$ cat src/hdl/tpc_cfg.svh
// Register map, field positions, limits and reset values of the terminal block
`ifndef TPC_CFG_SVH
`define TPC_CFG_SVH

`define TPC_A_POL      8'h00
`define TPC_A_PRESET   8'h04
`define TPC_A_SPEC     8'h08
`define TPC_A_CTRL     8'h0c
`define TPC_A_FUNC     8'h10
`define TPC_A_HOST     8'h14
`define TPC_A_X8FN     8'h18
`define TPC_A_PMAX     8'h1c
`define TPC_A_PREQ     8'h20
`define TPC_A_GAIN_A   8'h24
`define TPC_A_GAIN_B   8'h28
`define TPC_A_RANGE    8'h2c
`define TPC_A_SRC_A    8'h30
`define TPC_A_SRC_B    8'h34
`define TPC_A_STATUS   8'h38
`define TPC_A_IRQ_ST   8'h3c
`define TPC_A_IRQ_MSK  8'h40

`define TPC_POL_RST    12'h000
`define TPC_POL_OC_A   10
`define TPC_POL_OC_B   11
`define TPC_COUNT_MAX  14'd9999
`define TPC_GAIN_MAX   11'd2000
`define TPC_GAIN_RST   11'd1000
`define TPC_GAIN_UNIT  27'd1000
`define TPC_PMAX_MAX   9'd500
`define TPC_PMAX_RST   9'd100
`define TPC_FN_PRESET  5'd12
`define TPC_FN_SPEC    5'd13
`define TPC_FN_HOST    5'd17
`define TPC_X8_DIS_LO  6'd44
`define TPC_X8_DIS_HI  6'd46
`define TPC_FULL_SCALE 16'hffff
`define TPC_LIVE_ZERO  16'd13107
`define TPC_SPAN_NUM   18'd4
`define TPC_SPAN_DEN   18'd5
`define TPC_CLK_HZ     64'd100000000
`define TPC_PULSE_UNIT_HZ 64'd100
`define TPC_CTRL_CLR   3
`define TPC_FN_B_LSB   8
`define TPC_FN_R_LSB   16
`define TPC_RNG_B_LSB  4
`define TPC_ST_ACT_LSB 16

`endif

$ cat src/hdl/tpc_pkg.sv
// Types shared by the terminal polarity and pulse counter block
package tpc_pkg;

    // Bit order matches the polarity mask layout
    typedef struct packed {
        logic       reverse_run_input;
        logic       forward_run_input;
        logic [7:0] x;
    } term_in_t;

    typedef struct packed {
        logic relay;
        logic oc_b;
        logic oc_a;
    } term_out_t;

    typedef struct packed {
        logic spec_hold;
        logic preset_hit;
    } count_ind_t;

    typedef enum logic [1:0] {
        RANGE_V0_10,
        RANGE_MA4_20,
        RANGE_MA0_20,
        RANGE_SPARE
    } range_t;

endpackage

$ cat src/hdl/count_unit.sv
// Synchronised edge counter with preset and specified count indications
`timescale 1ns/10ps
`include "tpc_cfg.svh"
module count_unit import tpc_pkg::*; (
    // Clock and reset
    input  wire logic       pclk,
    input  wire logic       presetn,
    // Counting level, already polarity corrected
    input  wire logic       level_in,
    input  wire logic       clear,
    // Thresholds
    input  wire logic [13:0] preset,
    input  wire logic [13:0] specified,
    // Results
    output logic [13:0]     count,
    output count_ind_t      ind
);
    logic        sync_a;
    logic        sync_b;
    logic        last;
    logic [13:0] next_count;

    wire rise     = sync_b & ~last;
    wire at_pre   = (preset != 14'd0) && (count == preset);
    wire spec_ok  = (specified != 14'd0) && (specified <= preset);
    wire spec_win = spec_ok && (count >= specified) && (count < preset);

    // Wraps to one after the preset so the next cycle of counting starts cleanly
    always_comb begin
        next_count = count;
        if (clear)
            next_count = 14'd0;
        else if (rise && at_pre)
            next_count = 14'd1;
        else if (rise && count != `TPC_COUNT_MAX)
            next_count = count + 14'd1;
    end

    always_ff @(posedge pclk or negedge presetn) begin
        if (!presetn) begin
            sync_a <= 1'b0;
            sync_b <= 1'b0;
            last   <= 1'b0;
            count  <= 14'd0;
            ind    <= '0;
        end else begin
            sync_a <= level_in;
            sync_b <= sync_a;
            last   <= sync_b;
            count  <= next_count;
            ind    <= '{spec_hold: spec_win, preset_hit: at_pre};
        end
    end

    property p_preset_hit;
        @(posedge pclk) disable iff (!presetn)
        (preset != 14'd0 && count == preset) |=> ind.preset_hit;
    endproperty
    a_preset_hit: assert property (p_preset_hit) else $error("preset indication missing");

    property p_spec_invalid;
        @(posedge pclk) disable iff (!presetn)
        ind.spec_hold |-> ($past(specified) <= $past(preset)) && ($past(count) < $past(preset));
    endproperty
    a_spec_invalid: assert property (p_spec_invalid) else $error("specified indication out of window");

    property p_count_step;
        @(posedge pclk) disable iff (!presetn)
        (rise && !clear && count < preset) |=> count == $past(count) + 14'd1;
    endproperty
    a_count_step: assert property (p_count_step) else $error("count did not advance by one");

    property p_one_count_per_edge;
        @(posedge pclk) disable iff (!presetn)
        (sync_b && last && !clear) |=> count == $past(count);
    endproperty
    a_one_count_per_edge: assert property (p_one_count_per_edge) else $error("count moved on a steady level");
endmodule

$ cat src/hdl/pulse_out_gen.sv
// Phase-accumulator pulse output with frequency ceiling
`timescale 1ns/10ps
`include "tpc_cfg.svh"
module pulse_out_gen (
    // Clock and reset
    input  wire logic       pclk,
    input  wire logic       presetn,
    // Control, frequencies in 0.1 kHz units
    input  wire logic       enable,
    input  wire logic [8:0] req_freq,
    input  wire logic [8:0] max_freq,
    // Pin
    output logic            pulse_out
);
    // Accumulator step per 0.1 kHz; truncation keeps the output at or below the setting
    localparam logic [31:0] STEP = 32'(((64'd1 << 32) * `TPC_PULSE_UNIT_HZ) / `TPC_CLK_HZ);

    logic [31:0] acc;
    wire  [8:0]  eff  = (req_freq > max_freq) ? max_freq : req_freq;
    wire  [31:0] incr = 32'(eff) * STEP;

    always_ff @(posedge pclk or negedge presetn) begin
        if (!presetn) begin
            acc       <= 32'h0000_0000;
            pulse_out <= 1'b0;
        end else begin
            acc       <= enable ? acc + incr : 32'h0000_0000;
            pulse_out <= enable & acc[31];
        end
    end

    property p_freq_cap;
        @(posedge pclk) disable iff (!presetn)
        enable && $past(enable) |-> (acc - $past(acc)) <= 32'(max_freq) * STEP || $changed(max_freq);
    endproperty
    a_freq_cap: assert property (p_freq_cap) else $error("pulse rate above ceiling");
endmodule

$ cat src/hdl/terminal_polarity_pulse_counter.sv
// Terminal polarity, count indications, output routing, analog and pulse outputs, APB registers
`timescale 1ns/10ps
`include "tpc_cfg.svh"
module terminal_polarity_pulse_counter import tpc_pkg::*; (
    // Clock and reset
    input  wire logic        pclk,
    input  wire logic        presetn,
    // APB slave
    input  wire logic        psel,
    input  wire logic        penable,
    input  wire logic        pwrite,
    input  wire logic [7:0]  paddr,
    input  wire logic [31:0] pwdata,
    output logic [31:0]      prdata,
    output logic             pready,
    output logic             pslverr,
    // Terminals, high while connected to common
    input  wire term_in_t    term_raw,
    output term_in_t         term_active,
    output term_out_t        term_out,
    // Pulse and analog outputs
    output logic             pulse_out,
    output logic [15:0]      analog_out_a,
    output logic [15:0]      analog_out_b,
    output range_t           analog_range_a,
    output range_t           analog_range_b,
    // Interrupt
    output logic             irq
);
    logic [11:0] terminal_polarity_mask;
    logic [13:0] preset_count_value;
    logic [13:0] specified_count_value;
    logic [2:0]  count_select;
    logic [4:0]  func_oc_a;
    logic [4:0]  func_oc_b;
    logic [4:0]  func_relay;
    logic [2:0]  host_out;
    logic [5:0]  eighth_input_func;
    logic [8:0]  pulse_out_max_freq;
    logic [8:0]  pulse_req_freq;
    logic [10:0] analog_gain_a;
    logic [10:0] analog_gain_b;
    logic [15:0] host_value_a;
    logic [15:0] host_value_b;
    logic [1:0]  irq_status;
    logic [1:0]  irq_mask;
    logic        clear_pulse;
    count_ind_t  ind;
    count_ind_t  ind_last;
    logic [13:0] count;

    function automatic logic [31:0] clamp(input logic [31:0] v, input logic [31:0] lim);
        clamp = (v > lim) ? lim : v;
    endfunction

    // Gain in 0.1 percent steps; live-zero range squeezes the span above 20 percent
    function automatic logic [15:0] ao_scale(input logic [15:0] src,
                                             input logic [10:0] gain,
                                             input range_t      rng);
        logic [26:0] prod;
        logic [26:0] lin;
        logic [17:0] span;
        prod = 27'(src) * 27'(gain);
        lin  = prod / `TPC_GAIN_UNIT;
        if (lin > 27'(`TPC_FULL_SCALE))
            lin = 27'(`TPC_FULL_SCALE);
        span = (18'(lin[15:0]) * `TPC_SPAN_NUM) / `TPC_SPAN_DEN;
        if (rng == RANGE_MA4_20)
            ao_scale = `TPC_LIVE_ZERO + span[15:0];
        else
            ao_scale = lin[15:0];
    endfunction

    function automatic logic route(input logic [4:0] fn,
                                   input count_ind_t ci,
                                   input logic       host);
        unique case (fn)
            `TPC_FN_PRESET: route = ci.preset_hit;
            `TPC_FN_SPEC:   route = ci.spec_hold;
            `TPC_FN_HOST:   route = host;
            default:        route = 1'b0;
        endcase
    endfunction

    // Address decode
    wire sel_pol    = paddr == `TPC_A_POL;
    wire sel_preset = paddr == `TPC_A_PRESET;
    wire sel_spec   = paddr == `TPC_A_SPEC;
    wire sel_ctrl   = paddr == `TPC_A_CTRL;
    wire sel_func   = paddr == `TPC_A_FUNC;
    wire sel_host   = paddr == `TPC_A_HOST;
    wire sel_x8fn   = paddr == `TPC_A_X8FN;
    wire sel_pmax   = paddr == `TPC_A_PMAX;
    wire sel_preq   = paddr == `TPC_A_PREQ;
    wire sel_gain_a = paddr == `TPC_A_GAIN_A;
    wire sel_gain_b = paddr == `TPC_A_GAIN_B;
    wire sel_range  = paddr == `TPC_A_RANGE;
    wire sel_src_a  = paddr == `TPC_A_SRC_A;
    wire sel_src_b  = paddr == `TPC_A_SRC_B;
    wire sel_status = paddr == `TPC_A_STATUS;
    wire sel_irq_st = paddr == `TPC_A_IRQ_ST;
    wire sel_irq_mk = paddr == `TPC_A_IRQ_MSK;

    wire hit = sel_pol | sel_preset | sel_spec | sel_ctrl | sel_func | sel_host
             | sel_x8fn | sel_pmax | sel_preq | sel_gain_a | sel_gain_b | sel_range
             | sel_src_a | sel_src_b | sel_status | sel_irq_st | sel_irq_mk;

    wire setup  = psel & ~penable;
    wire access = psel & penable;
    wire wr     = access & pwrite & hit;

    assign pready  = 1'b1;
    assign pslverr = access & ~hit;

    wire [31:0] rd_mux =
          sel_pol    ? 32'(terminal_polarity_mask)
        : sel_preset ? 32'(preset_count_value)
        : sel_spec   ? 32'(specified_count_value)
        : sel_ctrl   ? 32'(count_select)
        : sel_func   ? {11'h000, func_relay, 3'h0, func_oc_b, 3'h0, func_oc_a}
        : sel_host   ? 32'(host_out)
        : sel_x8fn   ? 32'(eighth_input_func)
        : sel_pmax   ? 32'(pulse_out_max_freq)
        : sel_preq   ? 32'(pulse_req_freq)
        : sel_gain_a ? 32'(analog_gain_a)
        : sel_gain_b ? 32'(analog_gain_b)
        : sel_range  ? {26'h0, analog_range_b, 2'h0, analog_range_a}
        : sel_src_a  ? 32'(host_value_a)
        : sel_src_b  ? 32'(host_value_b)
        : sel_status ? {6'h00, term_active, 2'h0, count}
        : sel_irq_st ? 32'(irq_status)
        : sel_irq_mk ? 32'(irq_mask)
        : 32'h0000_0000;

    // Polarity: the raw connected level flipped by its mask bit
    wire term_in_t next_active = term_raw ^ terminal_polarity_mask[9:0];

    wire pulse_disable = (eighth_input_func >= `TPC_X8_DIS_LO)
                      && (eighth_input_func <= `TPC_X8_DIS_HI);

    // Events: rising edges of the two indications
    wire [1:0] events    = {ind.spec_hold & ~ind_last.spec_hold, ind.preset_hit & ~ind_last.preset_hit};
    wire [1:0] irq_clear = (wr & sel_irq_st) ? pwdata[1:0] : 2'b00;
    // Set beats clear so an event in the clearing cycle is kept
    wire [1:0] next_irq_status = (irq_status & ~irq_clear) | events;

    wire oc_a_fn = route(func_oc_a, ind, host_out[0]);
    wire oc_b_fn = route(func_oc_b, ind, host_out[1]);
    wire rl_fn   = route(func_relay, ind, host_out[2]);

    always_ff @(posedge pclk or negedge presetn) begin
        if (!presetn) begin
            terminal_polarity_mask <= `TPC_POL_RST;
            preset_count_value     <= 14'd0;
            specified_count_value  <= 14'd0;
            count_select           <= 3'd0;
            func_oc_a              <= 5'd0;
            func_oc_b              <= 5'd0;
            func_relay             <= 5'd0;
            host_out               <= 3'h0;
            eighth_input_func      <= 6'd0;
            pulse_out_max_freq     <= `TPC_PMAX_RST;
            pulse_req_freq         <= 9'd0;
            analog_gain_a          <= `TPC_GAIN_RST;
            analog_gain_b          <= `TPC_GAIN_RST;
            analog_range_a         <= RANGE_V0_10;
            analog_range_b         <= RANGE_V0_10;
            host_value_a           <= 16'h0000;
            host_value_b           <= 16'h0000;
            irq_mask               <= 2'b00;
            clear_pulse            <= 1'b0;
        end else begin
            clear_pulse <= wr & sel_ctrl & pwdata[`TPC_CTRL_CLR];
            if (wr & sel_pol)
                terminal_polarity_mask <= pwdata[11:0];
            if (wr & sel_preset)
                preset_count_value <= 14'(clamp(pwdata, 32'(`TPC_COUNT_MAX)));
            if (wr & sel_spec)
                specified_count_value <= 14'(clamp(pwdata, 32'(`TPC_COUNT_MAX)));
            if (wr & sel_ctrl)
                count_select <= pwdata[2:0];
            if (wr & sel_func) begin
                func_oc_a  <= pwdata[4:0];
                func_oc_b  <= pwdata[`TPC_FN_B_LSB +: 5];
                func_relay <= pwdata[`TPC_FN_R_LSB +: 5];
            end
            if (wr & sel_host)
                host_out <= pwdata[2:0];
            if (wr & sel_x8fn)
                eighth_input_func <= pwdata[5:0];
            if (wr & sel_pmax)
                pulse_out_max_freq <= 9'(clamp(pwdata, 32'(`TPC_PMAX_MAX)));
            if (wr & sel_preq)
                pulse_req_freq <= 9'(clamp(pwdata, 32'(`TPC_PMAX_MAX)));
            if (wr & sel_gain_a)
                analog_gain_a <= 11'(clamp(pwdata, 32'(`TPC_GAIN_MAX)));
            if (wr & sel_gain_b)
                analog_gain_b <= 11'(clamp(pwdata, 32'(`TPC_GAIN_MAX)));
            if (wr & sel_range) begin
                analog_range_a <= range_t'(pwdata[1:0]);
                analog_range_b <= range_t'(pwdata[`TPC_RNG_B_LSB +: 2]);
            end
            if (wr & sel_src_a)
                host_value_a <= pwdata[15:0];
            if (wr & sel_src_b)
                host_value_b <= pwdata[15:0];
            if (wr & sel_irq_mk)
                irq_mask <= pwdata[1:0];
        end
    end

    always_ff @(posedge pclk or negedge presetn) begin
        if (!presetn) begin
            prdata       <= 32'h0000_0000;
            term_active  <= '0;
            term_out     <= '0;
            ind_last     <= '0;
            irq_status   <= 2'b00;
            irq          <= 1'b0;
            analog_out_a <= 16'h0000;
            analog_out_b <= 16'h0000;
        end else begin
            if (setup)
                prdata <= rd_mux;
            term_active   <= next_active;
            term_out.oc_a <= oc_a_fn ^ terminal_polarity_mask[`TPC_POL_OC_A];
            term_out.oc_b <= oc_b_fn ^ terminal_polarity_mask[`TPC_POL_OC_B];
            term_out.relay <= rl_fn;
            ind_last      <= ind;
            irq_status    <= next_irq_status;
            irq           <= |(next_irq_status & irq_mask);
            analog_out_a  <= ao_scale(host_value_a, analog_gain_a, analog_range_a);
            analog_out_b  <= ao_scale(host_value_b, analog_gain_b, analog_range_b);
        end
    end

    count_unit u_count (
        .pclk      (pclk),
        .presetn   (presetn),
        .level_in  (term_active.x[count_select]),
        .clear     (clear_pulse),
        .preset    (preset_count_value),
        .specified (specified_count_value),
        .count     (count),
        .ind       (ind)
    );

    pulse_out_gen u_pulse (
        .pclk      (pclk),
        .presetn   (presetn),
        .enable    (~pulse_disable),
        .req_freq  (pulse_req_freq),
        .max_freq  (pulse_out_max_freq),
        .pulse_out (pulse_out)
    );

    property p_pulse_off;
        @(posedge pclk) disable iff (!presetn)
        pulse_disable [*2] |-> !pulse_out;
    endproperty
    a_pulse_off: assert property (p_pulse_off) else $error("pulse output active while disabled");

    property p_polarity;
        @(posedge pclk) disable iff (!presetn)
        1'b1 |=> term_active == ($past(term_raw) ^ $past(terminal_polarity_mask[9:0]));
    endproperty
    a_polarity: assert property (p_polarity) else $error("terminal polarity wrong");

    property p_route_preset;
        @(posedge pclk) disable iff (!presetn)
        (func_oc_a == `TPC_FN_PRESET && !terminal_polarity_mask[`TPC_POL_OC_A]) |=>
            term_out.oc_a == $past(ind.preset_hit);
    endproperty
    a_route_preset: assert property (p_route_preset) else $error("preset indication not routed");

    property p_host_out;
        @(posedge pclk) disable iff (!presetn)
        func_relay == `TPC_FN_HOST |=> term_out.relay == $past(host_out[2]);
    endproperty
    a_host_out: assert property (p_host_out) else $error("host control of relay lost");

    property p_full_scale;
        @(posedge pclk) disable iff (!presetn)
        (host_value_a == `TPC_FULL_SCALE && analog_gain_a == `TPC_GAIN_RST) |=>
            analog_out_a == `TPC_FULL_SCALE;
    endproperty
    a_full_scale: assert property (p_full_scale) else $error("host full scale not reached");

    property p_live_zero;
        @(posedge pclk) disable iff (!presetn)
        (host_value_b == 16'h0000 && analog_range_b == RANGE_MA4_20) |=> analog_out_b == `TPC_LIVE_ZERO;
    endproperty
    a_live_zero: assert property (p_live_zero) else $error("4-20 mA range lacks live zero");

    property p_mask_reset;
        @(posedge pclk) $rose(presetn) |-> terminal_polarity_mask == `TPC_POL_RST;
    endproperty
    a_mask_reset: assert property (p_mask_reset) else $error("polarity mask not cleared by reset");

    property p_irq_level;
        @(posedge pclk) disable iff (!presetn)
        1'b1 |=> irq == |($past(next_irq_status) & $past(irq_mask));
    endproperty
    a_irq_level: assert property (p_irq_level) else $error("interrupt level wrong");
endmodule

$ cat config.mk
export PLATFORM = sky130hd
export DESIGN_NAME = terminal_polarity_pulse_counter
export DESIGN_NICKNAME = d
export VERILOG_FILES = /design/src/hdl/tpc_pkg.sv /design/src/hdl/count_unit.sv /design/src/hdl/pulse_out_gen.sv /design/src/hdl/terminal_polarity_pulse_counter.sv
export VERILOG_INCLUDE_DIRS = /design/src /design/src/hdl
export SDC_FILE = /design/constraint.sdc
export NUM_CORES = 2
export LEC_CHECK = 0
export ABC_AREA = 1
export BUFFER_PORTS_ARGS = -buffer_cell sky130_fd_sc_hd__buf_2
export CAP_MARGIN = 20
export CORE_ASPECT_RATIO = 0.5
export CORE_MARGIN = 1.5
export CORE_UTILIZATION = 35
export CTS_BUF_LIST = sky130_fd_sc_hd__clkbuf_8 sky130_fd_sc_hd__clkbuf_16
export DETAILED_ROUTE_END_ITERATION = 10
export PLACE_DENSITY = 0.54
export SYNTH_ARGS = -nofsm -noshare
export SYNTH_HDL_FRONTEND = slang
export SYNTH_HIERARCHICAL = 1
export SYNTH_SLANG_ARGS = --single-unit
$ cat constraint.sdc
create_clock -name pclk -period 29.1 [get_ports pclk]
set_input_delay 1.455 -clock pclk [delete_from_list [all_inputs] [get_ports pclk]]
set_output_delay 1.455 -clock pclk [all_outputs]
set_load 0.03 [all_outputs]
==> reports/results.txt <==
outcome - completed
Fin. Hold Viols - 0
Setup crit start kind - flip-flop
Yosys cell types - 82
Clk pin slew, worst setup/hold paths - 60 ps
mean post-synth cell area - 6.62 µm²
port bufs - 132
Die H - 244 µm
Core Footprint - 115000 µm²
period utilisation layout - 0.588
CP max stage delay - 760 ps
antenna diode instance count - 0
Final ANT Viol Nets - 0
combined area of the multi-input logic cells - 28400 µm²
met1 Usage GRT - 0.274
fin. max-slew vios - 0
Max Clk Rate - 58.4 MHz
worst slew pin tran - 928 ps
# hold bufs at CTS - 0
Crit Path Class - flip-flop to flip-flop
vias per inst - 4.77
# resized after CTS - 0
grt ovf - 0
Synth area leader - dfrtp_1
Worst setup EP type - flip-flop
met3 Usage GRT - 0.0176
Most Frequent Cell on Critical Path - nand2_1
FF-to-FF path depth - 115
initial antenna violation count - 3
post-CTS setup buffers - 0
worst hold path endpoint - u_count/sync_b
CTS tree - yes
fraction of layout cells with a size suffix above 1 - 0.132
worst hold-check path type - flip-flop to flip-flop
Critical Path RT - 29600 ps
DIE AREA - 118000 µm²
worst r2r src - analog_gain_b[10]
Slowest cell on crit path - dfrtp_1
Lkg Pwr - 25.7 nW
reg-to-reg setup timing slack - 11990 ps
Rel. slew slack - 0.373
IR drop worst, VDD - 0.0549 mV
largest net degree at the start of global routing - 110
row count - 88
Worst Hold Launch - u_count/sync_a
GRT Max-Usage Layer - met2
commonest cells in the netlist - 1718 x nand2_1, 1175 x inv_1, 432 x nor2_1, 370 x nand3_1, 262 x fa_1
Yosys top cell area share - 0.159
H-tree depth - 1
DR pass1 iterations - 8
worst-path fanout max - 17
cell area power density - 33.3 nW/µm²
clock root buffer master - clkbuf_16
#FFs+latches synth - 273
HPWL after DPL - 91.9 mm
Layout Skew - 45.2 ps
Die X-Extent - 485 µm
Skew-Pair Late Insertion Delay - 660 ps
synth top area cells - dfrtp_1 16%, nand2_1 16%, fa_1 13%
hold path cells - 0
1st-iter DRT viols - 2193
Yosys warning count - 6
Power, Total - 1.46 mW
number of synthesized flops with an enable pin - 0
final setup TNS - 0 ps
nets - 6783
DR vias - 37035
most instantiated library cell after synthesis - nand2_1
Area Growth Syn to Fin - 7.81%
GR met2 Demand/Resource - 0.313
RSZ-0062 raised after global routing - false
clock buffer depth - 3
Period minus WS final - 17110 ps
all-layer global routing usage - 0.190
Synth Cell Area - 40700 µm²
gpl congestion - 0.880
DR DRC count - 0
# IOs - 140
Seq/Total Area, Yosys - 0.168
Reg area - 6850 µm²
Worst EP arrival - 17610 ps
reg2reg end - analog_out_b[15]
max-cap violations - 0
WL/cell - 14.6 µm
endpoints failing setup - 0
fillcell total - 12419
Mapped Cells - 6150
number of global-route vias before repair - 35583
TritonCTS buffer count - 30
Primary FF master, synth - dfrtp_1
clock sinks - 273
Synth async-reset ratio - 1.00
initial core utilization - 0.353
first-pass GRT wire length - 186 mm
overall routed net length - 114 mm
[metrics by stage]
stage / instances / hold slack [ps] / util / worst slack (ps) / cell area [µm²]
floorplan: 6155 / 331 / - / 14180 / 40700
global placement: 7709 / 336 / 0.372 / 11770 / 42900
detailed placement: 7709 / 337 / 0.372 / 11880 / 42900
CTS: 7764 / 352 / 0.380 / 11820 / 43900
global route: 7765 / 363 / 0.381 / 10010 / 43900
finish: 7765 / 349 / 0.381 / 11990 / 43900
[metal layers]
metal	share of wire	up-vias
met5	0.00011	-
met4	0.016	2
met3	0.036	106
met2	0.45	591
met1	0.50	17222
li1	-	19114
[worst max-delay path: cells and delay by family (launching register included)]
kind                       cells  cell delay (ps)
and+or+nand+nor               84             9750
adders and majority gates      7             3300
AOI/OAI and AO/OA             10             1980
buffers and inverters         13              810
DFF                            1              760
xor gates and xnor gates       1              340
[cell families (layout without fill, tap and decap cells)]
group | Yosys count | count (layout) | synth area share
AND/OR/NAND/NOR | 3064 | 3064 | 0.348
buffers and inverters | 1435 | 1515 | 0.135
AO/OA/AOI/OAI | 688 | 688 | 0.101
adder cells (fa/ha/maj) | 516 | 516 | 0.207
flip-flops | 273 | 273 | 0.168
XOR/XNOR | 127 | 127 | 0.0275
multiplexers | 45 | 45 | 0.0124
other | 2 | 7 | 0.000185
[placed cells by master (no fill, tap or decap), types with 55 or more instances in the layout]
master / synthesis / layout
nand3_1: 370 / 370
xor2_1: 100 / 100
dfrtp_1: 258 / 258
nor2_1: 432 / 431
nand3_2: 65 / 65
o21ai_0: 228 / 228
nand2_1: 1718 / 1718
a21oi_1: 179 / 179
nand2_4: 59 / 59
ha_1: 254 / 254
o21ai_1: 79 / 79
inv_1: 1175 / 1180
fa_1: 262 / 262
nand4_1: 72 / 72
buf_2: 2 / 131
inv_2: 105 / 105
nor2_2: 54 / 55
nand2_2: 165 / 165
[cell type report]
type,count,area share
clock buffers,35,0.0187
multi-input cells,4447,0.647
repair buffers,154,0.0191
well taps,1530,0.0436
inverters,1306,0.112
clock inverters,20,0.00356
flip-flops and latches,273,0.156
[state kept, by name, summed over array words and instances (netlist names), 11 cells and up]
signal and flops:
u_pulse/acc 31, terminal_polarity_mask 12, host_value_b 16, analog_out_a 16, specified_count_value 14, analog_gain_a 11
prdata 26, u_count/count 14, preset_count_value 14, analog_out_b 16, host_value_a 16, analog_gain_b 11
[worst max path at each step]
stage | from | end | slack (ps) | depth (start not counted)
6_report | analog_gain_b[10] | analog_out_b[15] | 11990 | 115
3_3_place_gp | analog_gain_b[10] | analog_out_b[11] | 11770 | 117
5_1_grt | analog_gain_b[10] | analog_out_b[15] | 10010 | 108
2_1_floorplan | analog_gain_b[9] | analog_out_b[1] | 14180 | 119
4_1_cts | analog_gain_b[10] | analog_out_b[15] | 11820 | 115
3_5_place_dp | analog_gain_b[10] | analog_out_b[15] | 11880 | 111
[power by group]
| part | internal (mW) | switching [mW] | leakage (nW) |
|---|---|---|---|
| clock | 0.210 | 0.180 | 0.502 |
| sequential | 0.405 | 0.0244 | 3.54 |
| combinational | 0.213 | 0.426 | 21.7 |
No activity file was read; power rests on OpenSTA's default activity.
